===== config.mk =====
export PLATFORM = sky130hd
export DESIGN_NAME = prs_stack_unit
export DESIGN_NICKNAME = d
export VERILOG_FILES = /design/src/prs_pkg.sv /design/src/prs_stack_unit.sv
export VERILOG_INCLUDE_DIRS = /design/src
export SDC_FILE = /design/constraint.sdc
export NUM_CORES = 1
export LEC_CHECK = 0
export BUFFER_PORTS_ARGS = -buffer_cell sky130_fd_sc_hd__buf_2
export CAP_MARGIN = 10
export CORE_ASPECT_RATIO = 1.75
export CORE_UTILIZATION = 65
export DETAILED_ROUTE_END_ITERATION = 16
export GPL_ROUTABILITY_DRIVEN = 1
export PLACE_DENSITY = 0.88
export RECOVER_POWER = 25
export SYNTH_ARGS = -nofsm -noshare
export SYNTH_HDL_FRONTEND = slang
export SYNTH_SLANG_ARGS = --single-unit

===== constraint.sdc =====
create_clock -name aclk -period 5.25 [get_ports aclk]
set_input_delay 0.525 -clock aclk [delete_from_list [all_inputs] [get_ports aclk]]
set_output_delay 0.525 -clock aclk [all_outputs]
set_load 0.05 [all_outputs]

===== src/prs_defs.svh =====
`ifndef PRS_DEFS_SVH
`define PRS_DEFS_SVH

// Program counter and stack geometry.
`define PRS_PC_RST        21'h0_0000
`define PRS_VEC_HIGH      21'h0_0008
`define PRS_VEC_LOW       21'h0_0018
`define PRS_PC_STEP       21'h0_0002
`define PRS_PROG_MEM_END  21'h0_6000
`define PRS_SP_RST        5'h00
`define PRS_SP_ONE        5'h01
`define PRS_SP_TOP        5'h1f

// Register byte addresses on the bus.
`define PRS_ADDR_RETURN_STACK_POINTER_STATUS   8'h00
`define PRS_ADDR_TOS_UP   8'h04
`define PRS_ADDR_TOS_HI   8'h08
`define PRS_ADDR_TOS_LO   8'h0c
`define PRS_ADDR_PC_LO    8'h10
`define PRS_ADDR_LAT_HI   8'h14
`define PRS_ADDR_LAT_UP   8'h18
`define PRS_ADDR_CONFIG   8'h1c

// Field positions and reset values.
`define PRS_FULL_BIT      7
`define PRS_UNF_BIT       6
`define PRS_FAULT_EN_RST  1'b1
`define PRS_LAT_RST       8'h00

// Bus responses.
`define PRS_RESP_OKAY     2'h0
`define PRS_RESP_SLVERR   2'h2

`endif


===== src/prs_pkg.sv =====
package prs_pkg;

	// Operations requested by the instruction sequencer.
	typedef enum logic [3:0] {
		PRS_OP_SEQ    = 4'h0,
		PRS_OP_GOTO   = 4'h1,
		PRS_OP_BRANCH = 4'h2,
		PRS_OP_CALL   = 4'h3,
		PRS_OP_RELATIVE_CALL  = 4'h4,
		PRS_OP_INTR   = 4'h5,
		PRS_OP_RETURN = 4'h6,
		PRS_OP_RETURN_WITH_LITERAL  = 4'h7,
		PRS_OP_RETURN_FROM_INTERRUPT = 4'h8,
		PRS_OP_PUSH   = 4'h9,
		PRS_OP_POP    = 4'ha
	} prs_op_t;

	// One sequencer command, sampled when valid is high.
	typedef struct packed {
		logic        valid;
		prs_op_t     op;
		logic [20:0] target;
		logic        high_prio;
		logic        fast;
	} prs_cmd_t;

	// Registers kept by the single-level shadow.
	typedef struct packed {
		logic [7:0] status;
		logic [7:0] working_register;
		logic [7:0] bank_select_register;
	} prs_shadow_t;

endpackage


===== src/prs_stack_unit.sv =====
`timescale 1ns/1ps
`include "prs_defs.svh"

module prs_stack_unit (
	// Clock and reset.
	input  wire logic                 aclk,
	input  wire logic                 aresetn,
	// Non power-on resets from the core.
	input  wire logic                 core_reset,
	// AXI4-Lite write address channel.
	input  wire logic [7:0]           awaddr,
	input  wire logic [2:0]           awprot,
	input  wire logic                 awvalid,
	output logic                      awready,
	// AXI4-Lite write data channel.
	input  wire logic [31:0]          wdata,
	input  wire logic [3:0]           wstrb,
	input  wire logic                 wvalid,
	output logic                      wready,
	// AXI4-Lite write response channel.
	output logic [1:0]                bresp,
	output logic                      bvalid,
	input  wire logic                 bready,
	// AXI4-Lite read address channel.
	input  wire logic [7:0]           araddr,
	input  wire logic [2:0]           arprot,
	input  wire logic                 arvalid,
	output logic                      arready,
	// AXI4-Lite read data channel.
	output logic [31:0]               rdata,
	output logic [1:0]                rresp,
	output logic                      rvalid,
	input  wire logic                 rready,
	// Sequencer side.
	input  wire prs_pkg::prs_cmd_t    cmd,
	input  wire prs_pkg::prs_shadow_t live_regs,
	input  wire logic [15:0]          prog_word,
	output logic [20:0]               prog_addr,
	output logic [15:0]               fetch_word,
	output logic                      stack_fault_reset,
	output logic                      restore_valid,
	output prs_pkg::prs_shadow_t      restore_regs
);

	////////////////////////////////////////////////////////////////////////////
	// Storage.

	logic [20:0]          pc_r;
	logic [4:0]           sp_r;
	logic                 full_r;
	logic                 unf_r;
	logic                 fault_en_r;
	logic [7:0]           lat_hi_r;
	logic [4:0]           lat_up_r;
	logic [20:0]          stack_r [1:31];
	prs_pkg::prs_shadow_t shadow_r;
	logic [15:0]          fetch_r;
	logic                 fault_rst_r;
	logic                 restore_valid_r;
	prs_pkg::prs_shadow_t restore_r;

	// Bus channel state.
	logic                 awready_r;
	logic                 wready_r;
	logic                 bvalid_r;
	logic [1:0]           bresp_r;
	logic                 arready_r;
	logic                 rvalid_r;
	logic [31:0]          rdata_r;
	logic [1:0]           rresp_r;
	logic [7:0]           wr_addr_r;
	logic [31:0]          wr_data_r;
	logic [3:0]           wr_strb_r;
	logic                 aw_have_r;
	logic                 w_have_r;

	// Forces a target address onto an instruction boundary.
	function automatic logic [20:0] pc_align(input logic [20:0] addr);
		pc_align = {addr[20:1], 1'b0};
	endfunction

	////////////////////////////////////////////////////////////////////////////
	// Sequencer decode.

	logic        op_fire;
	logic        is_push;
	logic        is_pop;
	logic [20:0] tos_val;
	logic [20:0] pc_nxt;
	logic [4:0]  sp_nxt;
	logic        st_wr;
	logic [20:0] st_val;
	logic        full_set;
	logic        unf_set;
	logic        fault_rst;
	logic        soft_rst;

	assign op_fire  = cmd.valid;
	assign is_push  = (cmd.op == prs_pkg::PRS_OP_CALL) || (cmd.op == prs_pkg::PRS_OP_RELATIVE_CALL) ||
	                  (cmd.op == prs_pkg::PRS_OP_INTR) || (cmd.op == prs_pkg::PRS_OP_PUSH);
	assign is_pop   = (cmd.op == prs_pkg::PRS_OP_RETURN) || (cmd.op == prs_pkg::PRS_OP_RETURN_WITH_LITERAL) ||
	                  (cmd.op == prs_pkg::PRS_OP_RETURN_FROM_INTERRUPT) || (cmd.op == prs_pkg::PRS_OP_POP);
	// Pointer value zero has no storage behind it and reads as zero.
	assign tos_val  = (sp_r == `PRS_SP_RST) ? `PRS_PC_RST : stack_r[sp_r];
	assign soft_rst = core_reset || fault_rst_r;

	// Computes the counter, pointer and stack effects of one command.
	always_comb begin
		pc_nxt    = pc_r;
		sp_nxt    = sp_r;
		st_wr     = 1'b0;
		st_val    = pc_r;
		full_set  = 1'b0;
		unf_set   = 1'b0;
		fault_rst = 1'b0;
		if (op_fire && is_push) begin
			if (sp_r != `PRS_SP_TOP) begin
				sp_nxt = 5'(sp_r + `PRS_SP_ONE);
				st_wr  = 1'b1;
				if (sp_nxt == `PRS_SP_TOP) begin
					full_set = 1'b1;
					if (fault_en_r) begin
						st_val    = pc_r + `PRS_PC_STEP;
						fault_rst = 1'b1;
					end
				end
			end
		end
		if (op_fire && is_pop) begin
			if (sp_r == `PRS_SP_RST) begin
				unf_set   = 1'b1;
				fault_rst = fault_en_r;
			end else begin
				sp_nxt = 5'(sp_r - `PRS_SP_ONE);
			end
		end
		if (op_fire) begin
			case (cmd.op)
				prs_pkg::PRS_OP_SEQ: begin
					pc_nxt = pc_align(pc_r + `PRS_PC_STEP);
				end
				prs_pkg::PRS_OP_GOTO, prs_pkg::PRS_OP_BRANCH, prs_pkg::PRS_OP_CALL, prs_pkg::PRS_OP_RELATIVE_CALL: begin
					pc_nxt = pc_align(cmd.target);
				end
				prs_pkg::PRS_OP_INTR: begin
					pc_nxt = cmd.high_prio ? `PRS_VEC_HIGH : `PRS_VEC_LOW;
				end
				prs_pkg::PRS_OP_RETURN, prs_pkg::PRS_OP_RETURN_WITH_LITERAL, prs_pkg::PRS_OP_RETURN_FROM_INTERRUPT: begin
					pc_nxt = pc_align(tos_val);
				end
				default: begin
					pc_nxt = pc_r;
				end
			endcase
		end
	end

	////////////////////////////////////////////////////////////////////////////
	// Bus decode.

	logic       aw_fire;
	logic       w_fire;
	logic       ar_fire;
	logic       wr_fire;
	logic       wr_lane;
	logic [7:0] wr_byte;
	logic       wr_sp;
	logic       wr_tos_up;
	logic       wr_tos_hi;
	logic       wr_tos_lo;
	logic       wr_pcl;
	logic       wr_lat_hi;
	logic       wr_lat_up;
	logic       wr_cfg;
	logic       wr_mapped;
	logic       rd_pcl;

	assign aw_fire   = awvalid && awready_r;
	assign w_fire    = wvalid && wready_r;
	assign ar_fire   = arvalid && arready_r;
	// A register write waits while the sequencer issues a command.
	assign wr_fire   = aw_have_r && w_have_r && !bvalid_r && !op_fire;
	assign wr_lane   = wr_fire && wr_strb_r[0];
	assign wr_byte   = wr_data_r[7:0];
	assign wr_sp     = wr_lane && (wr_addr_r == `PRS_ADDR_RETURN_STACK_POINTER_STATUS);
	assign wr_tos_up = wr_lane && (wr_addr_r == `PRS_ADDR_TOS_UP) && (sp_r != `PRS_SP_RST);
	assign wr_tos_hi = wr_lane && (wr_addr_r == `PRS_ADDR_TOS_HI) && (sp_r != `PRS_SP_RST);
	assign wr_tos_lo = wr_lane && (wr_addr_r == `PRS_ADDR_TOS_LO) && (sp_r != `PRS_SP_RST);
	assign wr_pcl    = wr_lane && (wr_addr_r == `PRS_ADDR_PC_LO);
	assign wr_lat_hi = wr_lane && (wr_addr_r == `PRS_ADDR_LAT_HI);
	assign wr_lat_up = wr_lane && (wr_addr_r == `PRS_ADDR_LAT_UP);
	assign wr_cfg    = wr_lane && (wr_addr_r == `PRS_ADDR_CONFIG);
	assign wr_mapped = (wr_addr_r[7:5] == 3'h0) && (wr_addr_r[1:0] == 2'h0);
	assign rd_pcl    = ar_fire && (araddr == `PRS_ADDR_PC_LO);

	////////////////////////////////////////////////////////////////////////////
	// Program counter.

	// Commands win over a low byte write; a write loads all 21 bits at once.
	always_ff @(posedge aclk) begin
		if (!aresetn || soft_rst || fault_rst) begin
			pc_r <= `PRS_PC_RST;
		end else if (op_fire) begin
			pc_r <= pc_nxt;
		end else if (wr_pcl) begin
			pc_r <= {lat_up_r, lat_hi_r, wr_byte[7:1], 1'b0};
		end
	end

	// Latches change only by bus access, never by calls or returns.
	always_ff @(posedge aclk) begin
		if (!aresetn) begin
			lat_hi_r <= `PRS_LAT_RST;
			lat_up_r <= 5'h00;
		end else if (wr_lat_hi || wr_lat_up) begin
			if (wr_lat_hi) begin
				lat_hi_r <= wr_byte;
			end
			if (wr_lat_up) begin
				lat_up_r <= wr_byte[4:0];
			end
		end else if (rd_pcl) begin
			lat_hi_r <= pc_r[15:8];
			lat_up_r <= pc_r[20:16];
		end
	end

	// Registers the word fetched at the counter, zero beyond memory.
	always_ff @(posedge aclk) begin
		if (!aresetn) begin
			fetch_r <= 16'h0000;
		end else if (pc_r >= `PRS_PROG_MEM_END) begin
			fetch_r <= 16'h0000;
		end else begin
			fetch_r <= prog_word;
		end
	end

	////////////////////////////////////////////////////////////////////////////
	// Return stack.

	// Pointer: cleared by every reset, moved by commands or software.
	always_ff @(posedge aclk) begin
		if (!aresetn || soft_rst || fault_rst) begin
			sp_r <= `PRS_SP_RST;
		end else if (op_fire) begin
			sp_r <= sp_nxt;
		end else if (wr_sp) begin
			sp_r <= wr_byte[4:0];
		end
	end

	// Stack entries: pushes store the counter (plus one step on a fault reset overflow), software edits the top.
	always_ff @(posedge aclk) begin
		if (st_wr) begin
			stack_r[sp_nxt] <= st_val;
		end else if (wr_tos_up) begin
			stack_r[sp_r][20:16] <= wr_byte[4:0];
		end else if (wr_tos_hi) begin
			stack_r[sp_r][15:8] <= wr_byte;
		end else if (wr_tos_lo) begin
			stack_r[sp_r][7:0] <= wr_byte;
		end
	end

	// Fault flags: only power-on or software clear them; a set wins.
	always_ff @(posedge aclk) begin
		if (!aresetn) begin
			full_r <= 1'b0;
			unf_r  <= 1'b0;
		end else begin
			full_r <= full_set || (full_r && !(wr_sp && !wr_byte[`PRS_FULL_BIT]));
			unf_r  <= unf_set || (unf_r && !(wr_sp && !wr_byte[`PRS_UNF_BIT]));
		end
	end

	// Stack fault reset enable and the one-cycle reset request.
	always_ff @(posedge aclk) begin
		if (!aresetn) begin
			fault_en_r  <= `PRS_FAULT_EN_RST;
			fault_rst_r <= 1'b0;
		end else begin
			fault_rst_r <= fault_rst;
			if (wr_cfg) begin
				fault_en_r <= wr_byte[0];
			end
		end
	end

	////////////////////////////////////////////////////////////////////////////
	// Fast register shadow.

	// Captured on interrupt entry, returned by a fast interrupt return.
	always_ff @(posedge aclk) begin
		if (!aresetn) begin
			shadow_r        <= '0;
			restore_r       <= '0;
			restore_valid_r <= 1'b0;
		end else begin
			restore_valid_r <= 1'b0;
			if (op_fire && (cmd.op == prs_pkg::PRS_OP_INTR)) begin
				shadow_r <= live_regs;
			end
			if (op_fire && (cmd.op == prs_pkg::PRS_OP_RETURN_FROM_INTERRUPT) && cmd.fast) begin
				restore_r       <= shadow_r;
				restore_valid_r <= 1'b1;
			end
		end
	end

	////////////////////////////////////////////////////////////////////////////
	// AXI4-Lite write path.

	// Address and data are taken independently and held until the write.
	always_ff @(posedge aclk) begin
		if (!aresetn) begin
			awready_r <= 1'b1;
			wready_r  <= 1'b1;
			aw_have_r <= 1'b0;
			w_have_r  <= 1'b0;
			wr_addr_r <= 8'h00;
			wr_data_r <= 32'h0000_0000;
			wr_strb_r <= 4'h0;
		end else begin
			if (aw_fire) begin
				awready_r <= 1'b0;
				aw_have_r <= 1'b1;
				wr_addr_r <= awaddr;
			end
			if (w_fire) begin
				wready_r  <= 1'b0;
				w_have_r  <= 1'b1;
				wr_data_r <= wdata;
				wr_strb_r <= wstrb;
			end
			if (wr_fire) begin
				aw_have_r <= 1'b0;
				w_have_r  <= 1'b0;
			end
			if (bvalid_r && bready) begin
				awready_r <= 1'b1;
				wready_r  <= 1'b1;
			end
		end
	end

	// Write response, an error for addresses outside the map.
	always_ff @(posedge aclk) begin
		if (!aresetn) begin
			bvalid_r <= 1'b0;
			bresp_r  <= `PRS_RESP_OKAY;
		end else if (wr_fire) begin
			bvalid_r <= 1'b1;
			bresp_r  <= wr_mapped ? `PRS_RESP_OKAY : `PRS_RESP_SLVERR;
		end else if (bready) begin
			bvalid_r <= 1'b0;
		end
	end

	////////////////////////////////////////////////////////////////////////////
	// AXI4-Lite read path.

	logic [7:0] rd_byte;
	logic       rd_mapped;

	// Read data selection; the shadow has no address at all.
	always_comb begin
		rd_mapped = 1'b1;
		case (araddr)
			`PRS_ADDR_RETURN_STACK_POINTER_STATUS: rd_byte = {full_r, unf_r, 1'b0, sp_r};
			`PRS_ADDR_TOS_UP: rd_byte = {3'h0, tos_val[20:16]};
			`PRS_ADDR_TOS_HI: rd_byte = tos_val[15:8];
			`PRS_ADDR_TOS_LO: rd_byte = tos_val[7:0];
			`PRS_ADDR_PC_LO:  rd_byte = pc_r[7:0];
			`PRS_ADDR_LAT_HI: rd_byte = lat_hi_r;
			`PRS_ADDR_LAT_UP: rd_byte = {3'h0, lat_up_r};
			`PRS_ADDR_CONFIG: rd_byte = {7'h00, fault_en_r};
			default: begin
				rd_byte   = 8'h00;
				rd_mapped = 1'b0;
			end
		endcase
	end

	// One read at a time; data follows the address by one cycle.
	always_ff @(posedge aclk) begin
		if (!aresetn) begin
			arready_r <= 1'b1;
			rvalid_r  <= 1'b0;
			rdata_r   <= 32'h0000_0000;
			rresp_r   <= `PRS_RESP_OKAY;
		end else if (ar_fire) begin
			arready_r <= 1'b0;
			rvalid_r  <= 1'b1;
			rdata_r   <= {24'h00_0000, rd_byte};
			rresp_r   <= rd_mapped ? `PRS_RESP_OKAY : `PRS_RESP_SLVERR;
		end else if (rvalid_r && rready) begin
			arready_r <= 1'b1;
			rvalid_r  <= 1'b0;
		end
	end

	////////////////////////////////////////////////////////////////////////////
	// Outputs, each straight from a flip-flop.

	assign awready           = awready_r;
	assign wready            = wready_r;
	assign bvalid            = bvalid_r;
	assign bresp             = bresp_r;
	assign arready           = arready_r;
	assign rvalid            = rvalid_r;
	assign rdata             = rdata_r;
	assign rresp             = rresp_r;
	assign prog_addr         = pc_r;
	assign fetch_word        = fetch_r;
	assign stack_fault_reset = fault_rst_r;
	assign restore_valid     = restore_valid_r;
	assign restore_regs      = restore_r;

endmodule


# Yosys cells after proc, flatten, opt, wreduce, memory -nomap -nowiden
# Memories as Yosys holds them, arrays and structs flattened. A register that Yosys moved wholly into a read port is not among the register bits.
# Cells that the tools add are included.
# classes
n_bitwise	1
n_addsub	3
order_cmp	1
mux	64
n_eq_ne	29
reduce_logical	72
# ops
op	count
$mux W21	8
$pmux W21 S4	1
$mux W5	13
$eq A8 B5 Y1 const B	8
$pmux W8 S8	1
$mux W1	35
$eq A8 B4 Y1 const B	4
$logic_and A1 B1 Y1	31
$mux W8	3
$add A21 B2 Y21 const B	1
$ge A21 B15 Y1 const B	1
$reduce_or A21 Y1	1
$eq A4 B3 Y1 const B	4
$eq A8 B3 Y1 const B	2
$logic_not A8 Y1	2
$eq A4 B4 Y1 const B	3
$logic_or A1 B1 Y1	12
$reduce_bool A2 Y1	5
$eq A4 B2 Y1 const B	2
$reduce_or A8 Y1	1
$logic_not A1 Y1	7
$reduce_and A2 Y1	3
$reduce_or A2 Y1	3
$add A5 B1 Y5 const B	1
other kinds (16)	18
# word_totals
memories	1
reg_bits	144
output_inout_bits	104
ram_bits	651
inputBits	134
# memory_table
memory	words	word_bits	rd	rd_ports_with_merged_regs	wr	line	rtl
stack_r	31	21	1	1	1	prs_stack_unit.sv:55	logic [20:0] stack_r [1:31];

# Logic depth before layout (Yosys ltp)
# Gate-level depths: netlist (run 1).
# logic_depth
ltp_word	13
ltp_mapped	12
depth_no_buf	9

# Worst setup path after synthesis (run 1)
# Ideal clock, no wire load.
# synth_timing
path_type	in2reg
from	in cmd[26] (netlist name)
to	mem stack_r[10][10], data pin
n_path_buf	2
t_arrival_ns	3.054
setup_time_ns	0.392
required_time_ns	4.858
stages	8
setup_slack_ns	1.804
cell_sequence	buf_4 > nand2b_1 > a21oi_4 > o2111a_2 > nand3_1 > buf_2 > or3_1 > a31oi_1
# synth_via
elab_chain_len	10
# synth_rtl
item	line	rtl
from (decl)	prs_stack_unit.sv:35	input wire prs_pkg::prs_cmd_t cmd,
$eq A4 B2 Y1 / $eq A4 B3 Y1 (equally long branches)	prs_stack_unit.sv:99	assign is_push = (cmd.op == prs_pkg::PRS_OP_CALL) || (cmd.op == prs_pkg::PRS_OP_RELATIVE_CALL) ||
$logic_or A1 B1 Y1 (2 in a row)	prs_stack_unit.sv:99	
$logic_or A1 B1 Y1 *	prs_stack_unit.sv:100	(cmd.op == prs_pkg::PRS_OP_INTR) || (cmd.op == prs_pkg::PRS_OP_PUSH);
$logic_and A1 B1 Y1 *	prs_stack_unit.sv:116	if (op_fire && is_push) begin
$mux W1	prs_stack_unit.sv:116	
$mux W1	prs_stack_unit.sv:255	if (st_wr) begin
$mux W1 (on tied branches)	prs_stack_unit.sv:262, prs_stack_unit.sv:258, prs_stack_unit.sv:260	
$reduce_or A21 Y1 (no line)	-	
$mux W21 (no line) *	-	
to (decl)	prs_stack_unit.sv:55	
# Mark *: on every way between the ends. The rest lies on a longest branch, timed or not.

# Final worst setup path (run 1)
# layout_timing
from	reg sp_r[0]
to	mem stack_r[15][11], data pin
# layout_via
elab_chain_len	9
# layout_rtl
item	line	rtl
from (decl)	prs_stack_unit.sv:49	logic [4:0] sp_r;
from (signal assigned)	prs_stack_unit.sv:245	sp_r <= `PRS_SP_RST;
from (signal assigned)	prs_stack_unit.sv:247	sp_r <= sp_nxt;
from (signal assigned)	prs_stack_unit.sv:249	sp_r <= wr_byte[4:0];
$reduce_bool A5 Y1 (no line)	-	
$logic_and A1 B1 Y1	prs_stack_unit.sv:188	assign wr_tos_lo = wr_lane && (wr_addr_r == `PRS_ADDR_TOS_LO) && (sp_r != `PRS_SP_RST);
$mux W1	prs_stack_unit.sv:261	end else if (wr_tos_lo) begin
$mux W1	prs_stack_unit.sv:259	end else if (wr_tos_hi) begin
$mux W1	prs_stack_unit.sv:257	end else if (wr_tos_up) begin
$mux W1	prs_stack_unit.sv:255	
$mux W1 (implied by the code)	prs_stack_unit.sv:262	stack_r[sp_r][7:0] <= wr_byte;
$reduce_or A21 Y1 (no line)	-	
$mux W21 (no line) *	-	
# Marks and branches as above.

==> summary.md, run 1 <==
| Metric | Value |
|---|---|
| Status | `finished, violations left` |
| Violated checks | `max-capacitance violations, max-slew violations` |
| Largest net degree at the start of global routing | `74` |
| Clock transition at path regs | `approximately 70 ps` |
| Synth Area in XOR/XNOR | `0.00790` |
| Initial drt markers | `between 2,000 and 3,000` |
| Met1 Track Usage GR | `0.422` |
| Critical Path Start Type | `flop` |
| EDFF count, synth | `651` |
| CTS buffer count | `68` |
| Post-DP HPWL | `about 66,000 um` |
| Most crowded layer after global routing | `met2` |
| Total track usage | `0.378` |
| Worst slew margin | `-0.830` |
| Post-synthesis simple-gate area fraction | `0.0990` |
| Hold depth | `2` |
| Met3 GRT Util | `0.0874` |
| CORE AREA | `52,400 sq um` |
| Yosys cell types | `between 90 and 100` |
| Setup_tns | `0 ps` |
| CP required | `roughly 5500 ps` |
| Die ar. | `around 54,000 sq um` |
| Register bit total from synthesis | `between 700 and 800` |
| GRT overflow | `0` |
| Fin nets | `2,568` |
| RSZ-0062 raised after global routing | `no` |
| Portion of netlist area occupied by mux cells | `0.115` |
| Clock skew | `around 21 ps` |
| CTS Buffer Depth | `3` |
| Peak VDD IR | `roughly 0.27 mV` |
| Final hold vios | `0` |
| Slowest cell delay on critical path | `roughly 1100 ps` |
| Die H | `around 310 um` |
| Worst skew pair latency | `roughly 620 ps` |
| Synth warn | `0` |
| Ranking of synthesized cells by area | `edfxtp_1 (57%), mux4_2 (8.8%), dfxtp_1 (8.5%), nand2_1 (2.3%), nor3_2 (2.1%)` |
| Row count | `between 100 and 150` |
| Post-Syn Area | `approximately 34,000 sq um` |
| Adder-cell share of the synthesized area | `0.00255` |
| Initial antenna violation count | `5` |
| Most common cell in the netlist | `edfxtp_1` |
| Initial Util | `0.656` |
| Synth top cells by count | `edfxtp_1 (651), nand2_1 (210), dfxtp_1 (146)` |
| Fraction of the cycle the final worst path needs | `0.895` |
| Fraction of layout cells with a size suffix above 1 | `0.228` |
| Fin crit period | `about 4700 ps` |
| Pleak | `roughly 12 nW` |
| Slew @ Worst Pin | `roughly 2700 ps` |
| Worst setup EP type | `flop` |
| Via count | `~22,000` |
| # clock sinks | `around 800` |
| Sequential fraction of the synthesis area | `0.654` |
| GP Congestion | `approximately 1` |
| Port bufs | `approximately 180` |
| Final Util | `0.721` |
| Clk Tree Root Cell | `clkbuf_16` |
| Die width | `around 180 um` |
| Slew Limit Fails | `134` |
| First-pass GRT wire length | `approximately 150,000 um` |
| Drt via density | `around 7.1` |
| Endpoints failing setup | `0` |
| CTS resizes | `0` |
| Hold buffer count at CTS | `0` |
| Largest family of logic cells by synthesized area | `multiplexers` |
| Hold Crit Class | `in2reg` |
| Met2 GRT Util | `0.607` |
| Avg Inst Size Synth | `around 15 sq um` |
| R2R cell count | `9` |
| CP cell instances | `inv_1, ha_1, or4b_1, nand3_1, or2_1, clkbuf_2, nor2_1, a21oi_2, clkbuf_1` |
| Drt drc | `0` |
| Pwr dens | `334 nW/um^2` |
| Number of global-route vias before repair | `approximately 22,000` |
| CP Max Fanout | `31` |
| FFs w/ async S/R, synth | `0` |
| Compound-cell area share of the yosys netlist | `0.0834` |
| Htree depth | `3` |
| Post-CTS setup buffers | `0` |
| Final WL | `approximately 100,000 um` |
| CTS tree | `yes` |
| MaxCap Viol Count | `5` |
| I/O pins | `238` |
| DRT Pass-1 Iters | `6` |
| Slowest-stage cell, CP | `clkbuf_1` |
| Area Growth Syn to Fin | `9.86%` |
| Post-synth top area share | `0.569` |
| Area leader, netlist | `edfxtp_1` |
| DR WL/cell | `approximately 32 um` |
| Synth Flop Type | `edfxtp_1` |
| Max Fclk | `approximately 210 MHz` |
| Synth Instances | `between 2,000 and 2,500` |
| Critical path arrival | `roughly 5000 ps` |
| Critical path type | `reg2reg` |
| Final ANT Viol Nets | `0` |
area by class of cell:
| type | count | area, sq um |
|---|---|---|
| sequential | 797 | 22500 |
| fill | 3175 | 14600 |
| multi-input combinational | 1288 | 10800 |
| clock buffer | 83 | 1850 |
| timing repair buffer | 247 | 1330 |
| tap | 678 | 848 |
| clock inverter | 39 | 384 |
| inverter | 25 | 93.8 |
| antenna | 3 | 7.51 |
layer usage:
metal  up-vias  part of all wire
met1     10900              0.31
met3       497              0.10
met4         4              0.10
met2      1804              0.48
li1       9153                 -
met5         -           0.00020
worst paths after layout:
kind                                                     from                            end  slack, ps
worst max-delay path                     sp_r[0]$_SDFFE_PP0N_      stack_r[15][11]$_DFFE_PP_        550
worst min-delay path                             prog_word[0]       fetch_word[0]$_SDFF_PP0_        110
worst max register to register           sp_r[0]$_SDFFE_PP0N_      stack_r[15][11]$_DFFE_PP_        550
worst min register to register  restore_regs[22]$_SDFFE_PN0P_  restore_regs[22]$_SDFFE_PN0P_        470
sequential cells by signal, summed over array words and instances (netlist names), 5 cells and up, named ones only:
name / count
rdata: 8
lat_up_r: 5
fetch_word: 16
shadow_r: 24
restore_regs: 24
prog_addr: 20
stack_r: 651
sp_r: 5
wr_data_r: 8
wr_addr_r: 8
lat_hi_r: 8
cells by family after synthesis:
logic type | count (synthesis)
flops | 797
other cells | 1
xor+xnor | 31
buf+inv | 213
simple gates | 605
mux | 222
fa+ha+maj | 7
compound gates | 396
power breakdown:
part	switching, mW	internal [mW]	leakage (nW)
Combinational	0.452	0.174	3.75
Sequential	0.0582	6.82	7.08
Clock	2.29	2.83	1.08
Total	2.80	9.82	11.9
placed cells by master (no fill, tap or decap), types with 20 or more instances in the layout:
cell,n
inv_1,23
o22ai_1,31
clkbuf_16,72
conb_1,27
mux4_2,135
nor3_2,73
edfxtp_1,651
xor2_1,20
clkbuf_1,95
nand2_1,210
dfxtp_1,141
and3_1,20
a211oi_1,26
nand3_1,34
nor2_1,76
mux2i_1,63
o21ai_0,30
a21boi_0,56
a21oi_1,66
buf_2,101
nand4_1,31
nor3_1,38
buf_4,52
mux2_2,23
critical path: cells and delay by family (launching register included):
| kind | cells | cell delay [ps] |
|---|---|---|
| DFF | 1 | 460 |
| and+or+nand+nor | 4 | 1380 |
| AOI/OAI and AO/OA | 1 | 160 |
| buffers and inverters | 3 | 1980 |
| adders and majority gates | 1 | 260 |
per-stage QoR:
| step | setup slack, ps | instance area [sq um] | hold WS [ps] | instances | total power [mW] |
|---|---|---|---|---|---|
| 6_report | 554 | 37800 | 114 | 3160 | 12.6 |
| 5_1_grt | 372 | 37800 | 104 | 3159 | 12.9 |
| 2_1_floorplan | 1800 | 34500 | 429 | 2298 | 7.42 |
| 3_3_place_gp | 1130 | 35600 | 445 | 3028 | 7.60 |
| 3_5_place_dp | 901 | 35600 | 456 | 3028 | 7.62 |
| 4_1_cts | 937 | 37900 | 99.1 | 3150 | 12.6 |
No activity file was read; power rests on OpenSTA's default activity.
==> inputs of run 2 (changes only) <==
--- a/config.mk
+++ b/config.mk
@@ -6,12 +6,14 @@
 export SDC_FILE = /design/constraint.sdc
 export NUM_CORES = 1
 export LEC_CHECK = 0
+export ABC_AREA = 1
 export BUFFER_PORTS_ARGS = -buffer_cell sky130_fd_sc_hd__buf_2
 export CAP_MARGIN = 10
 export CORE_ASPECT_RATIO = 1.75
 export CORE_UTILIZATION = 65
 export DETAILED_ROUTE_END_ITERATION = 16
 export GPL_ROUTABILITY_DRIVEN = 1
+export MAX_ROUTING_LAYER = met4
 export PLACE_DENSITY = 0.88
 export RECOVER_POWER = 25
 export SYNTH_ARGS = -nofsm -noshare
==> run 2 against run 1 <==
  * The flow still finishes with violations (max-capacitance violations, max-slew violations)
  * Routed wire length rose by 5.7%
  * Power fell by 2.0%
  * Sequential share of layout area rose by 0.27 points
  * Flip-flop and latch count did not move
  * Count of clock-buffer cells in the layout fell by 1
  * Clock power fell by 6.0%
  * Synthesized cell count rose by 52%
  * Worst setup slack improved by 470 ps
  * First-iteration DRC count rose by 32%
  * Cell area fell by 0.47%
  * Highest routed layer is now met4
==> summary.md, run 2 <==
| Metric | Value |
|---|---|
| Max reg flops | `651 (unchanged)` |
| Reg with most FFs | `stack_r` |
| Hold endpoint | `fetch_word[10]$_SDFF_PP0_` |
| Initial antenna violation count | `1 (-4)` |
| Sequential fraction of the synthesis area | `0.649 (-0.00445)` |
| DRT Pass-1 Iters | `7 (+1)` |
| Register share of total power | `0.556 (+0.012)` |
| Via count | `27,400 (+22%)` |
| Most frequent cells in the layout | `nand2_1 (930), edfxtp_1 (651), nand3_1 (573)` |
| Peak VDD IR | `0.312 mV (+17%)` |
| Synth top cells by count | `nand2_1 (924), edfxtp_1 (651), nand3_1 (569)` |
| Synth Flop Type | `edfxtp_1` |
| Fin nets | `3,677 (+43%)` |
| RSZ-0062 raised after global routing | `no` |
| Total track usage | `0.405 (+0.0271)` |
| Post-synth top area share | `0.565 (-0.00387)` |
| Synth warn | `0 (unchanged)` |
| Worst slew margin | `-1.02 (-0.185)` |
| Sw frac | `0.228 (+0.00564)` |
| Clock transition at path regs | `70 ps (about the same)` |
| Yosys cell types | `47 (-51%)` |
| Area Growth Syn to Fin | `8.61%` |
| Critical path type | `reg2reg` |
| GRT overflow | `0 (unchanged)` |
| Comb pwr share | `0.054 (+0.004)` |
| CTS Buffer Depth | `3 (unchanged)` |
| CTS resizes | `0 (unchanged)` |
| Endpoints failing setup | `0 (unchanged)` |
| First-pass GRT wire length | `155,000 um (+6.6%)` |
| Slew @ Worst Pin | `3020 ps (+278 ps)` |
| Most common cell in the netlist | `nand2_1` |
| Worst setup EP type | `flop` |
| Multi-input logic area | `10,400 sq um (-3.1%)` |
| Critical Path Start Type | `flop` |
| Post-Syn Area | `34,600 sq um (+0.68%)` |
| Register bit total from synthesis | `797 (unchanged)` |
| CP required | `5410 ps (-40 ps)` |
| Fraction of layout cells with a size suffix above 1 | `0.0814 (-0.147)` |
| Post-CTS setup buffers | `0 (unchanged)` |
| DR WL/cell | `24.8 um (-22%)` |
| Critical path arrival | `4380 ps (-510 ps)` |
| Hold depth | `3 (+1)` |
| Htree depth | `3 (unchanged)` |
| RR Endpoint | `stack_r[18][2]$_DFFE_PP_` |
| Final total power | `12.4 mW (-2.0%)` |
| FFs w/ async S/R, synth | `0 (unchanged)` |
| Avg Inst Size Synth | `10.0 sq um (-34%)` |
| Initial drt markers | `3,672 (+32%)` |
| Violated checks | `max-capacitance violations, max-slew violations` |
| Largest net degree at the start of global routing | `199 (+170%)` |
| Number of global-route vias before repair | `26,300 (+18%)` |
| R2r setup slk | `1030 ps (+470 ps)` |
| Sw Pwr | `2.82 mW (+0.46%)` |
| EDFF count, synth | `651 (unchanged)` |
| Status | `finished, violations left` |
| Worst R2R Start | `sp_r[0]$_SDFFE_PP0N_` |
| Port bufs | `176 (unchanged)` |
| Final ANT Viol Nets | `0 (unchanged)` |
| GP Congestion | `1.03 (+1.3%)` |
| Hold buffer count at CTS | `0 (unchanged)` |
| Die ar. | `54,200 sq um (+0.68%)` |
| # clock sinks | `797 (unchanged)` |
| R2R cell count | `10 (+1)` |
| Pleak | `13.8 nW (+16%)` |
| Area leader, netlist | `edfxtp_1` |
| Cells after DPL | `4,145 (+37%)` |
| Commonest non-fill, non-tap cell in the layout | `nand2_1` |
| Max Fclk | `237 MHz (+11%)` |
| Row count | `111 (unchanged)` |
| I/O pins | `238 (unchanged)` |
| Pint | `9.55 mW (-2.7%)` |
| CP Max Fanout | `31 (unchanged)` |
| MaxCap Viol Count | `3 (-2)` |
| Clk Tree Root Cell | `clkbuf_16` |
| Clock share of power | `0.390 (-0.016)` |
| Die H | `307 um (+0.34%)` |
| Final hold vios | `0 (unchanged)` |
| Final WL | `106,000 um (+5.7%)` |
| Hold Crit Class | `in2reg` |
| Drt drc | `0 (unchanged)` |
| Clock skew | `18.6 ps (-2.16 ps)` |
| Drt via density | `6.41 (-9.4%)` |
| Initial Util | `0.659 (+0.00274)` |
| Worst hold start | `prog_word[10]` |
| CTS tree | `yes` |
| Worst skew pair latency | `610 ps (about the same)` |
| Post-Layout Cell Count | `4,267 (+35%)` |
| Number of fill cells | `3,596 (+13%)` |
| Fin crit period | `4220 ps (-474 ps)` |
| Synth Instances | `3,452 (+52%)` |
| CORE AREA | `52,500 sq um (+0.27%)` |
| Fraction of the cycle the final worst path needs | `0.804 (-0.0903)` |
| Post-DP HPWL | `67,700 um (+2.4%)` |
| Ranking of synthesized cells by area | `edfxtp_1 (56%), nand2_1 (10%), dfxtp_1 (8.4%), nand3_1 (8.2%), nor2_1 (3.0%)` |
| Setup_tns | `0 ps (unchanged)` |
| Die width | `176 um (+0.34%)` |
| Register Area | `22,500 sq um (about the same)` |
| CTS buffer count | `66 (-2.9%)` |
| Slew Limit Fails | `132 (-1.5%)` |
| Pwr dens | `329 nW/um^2 (-1.6%)` |
run 2: power by group through the flow:
stage	Combinational, mW	Clock [mW]	Sequential [mW]
2_1_floorplan	0.393	0	7.06
3_3_place_gp	0.640	0	7.01
3_5_place_dp	0.655	0	7.02
4_1_cts	0.661	4.77	6.88
5_1_grt	0.710	5.02	6.88
6_report	0.672	4.82	6.88
run 2: critical path: stages (launching register included):
cell      delay, ps
dfxtp_1         410
inv_1           170
ha_1            270
nand3_1         130
nor2_1           90
inv_1           210
nand4_1         160
nand3_1         550
nand2_1         340
o21ai_0         160
clkbuf_1       1250
run 2: cell type report:
type	count	share of cell area
antenna	2	0.000133
clock buffer	82	0.0476
clock inverter	37	0.00689
inverter	161	0.0166
multi-input combinational	2287	0.277
sequential	797	0.598
tap	678	0.0226
timing repair buffer	223	0.0307
run 2: stage by stage:
stage                     setup slack (ps)  hold slack, ps  area, sq um   util
after floorplan                       1810             441        34700      -
after global placement                1560             447        35700  0.681
after detailed placement              1420             454        35700  0.681
after CTS                             1460             125        37800  0.720
after global routing                   892             123        37600  0.716
final                                 1030             128        37600  0.716
run 2: worst max-delay path by stage:
stage,from,end,slack [ps],cells past startpoint
floorplan,sp_r[1]$_SDFFE_PP0N_,stack_r[10][3]$_DFFE_PP_,1810,14
global placement,cmd[27],stack_r[21][1]$_DFFE_PP_,1560,11
detailed placement,cmd[27],stack_r[23][1]$_DFFE_PP_,1420,11
CTS,sp_r[0]$_SDFFE_PP0N_,stack_r[15][9]$_DFFE_PP_,1460,14
global route,sp_r[0]$_SDFFE_PP0N_,stack_r[1][4]$_DFFE_PP_,890,14
finish,sp_r[0]$_SDFFE_PP0N_,stack_r[18][2]$_DFFE_PP_,1030,10
run 2: cells by family after synthesis:
logic type,after synthesis,synth area share
other,1,0.000108
adder cells (fa/ha/maj),7,0.00253
buffers and inverters,394,0.0504
AO/OA/AOI/OAI,333,0.0534
XOR/XNOR,22,0.00557
flip-flops,797,0.649
AND/OR/NAND/NOR,1898,0.239
run 2: metal layers:
| layer | part of all wire | global-route usage |
|---|---|---|
| met1 | 0.30 | 0.419 |
| met2 | 0.49 | 0.656 |
| met3 | 0.10 | 0.0919 |
| met4 | 0.099 | 0.335 |
| met5 | 0 | - |
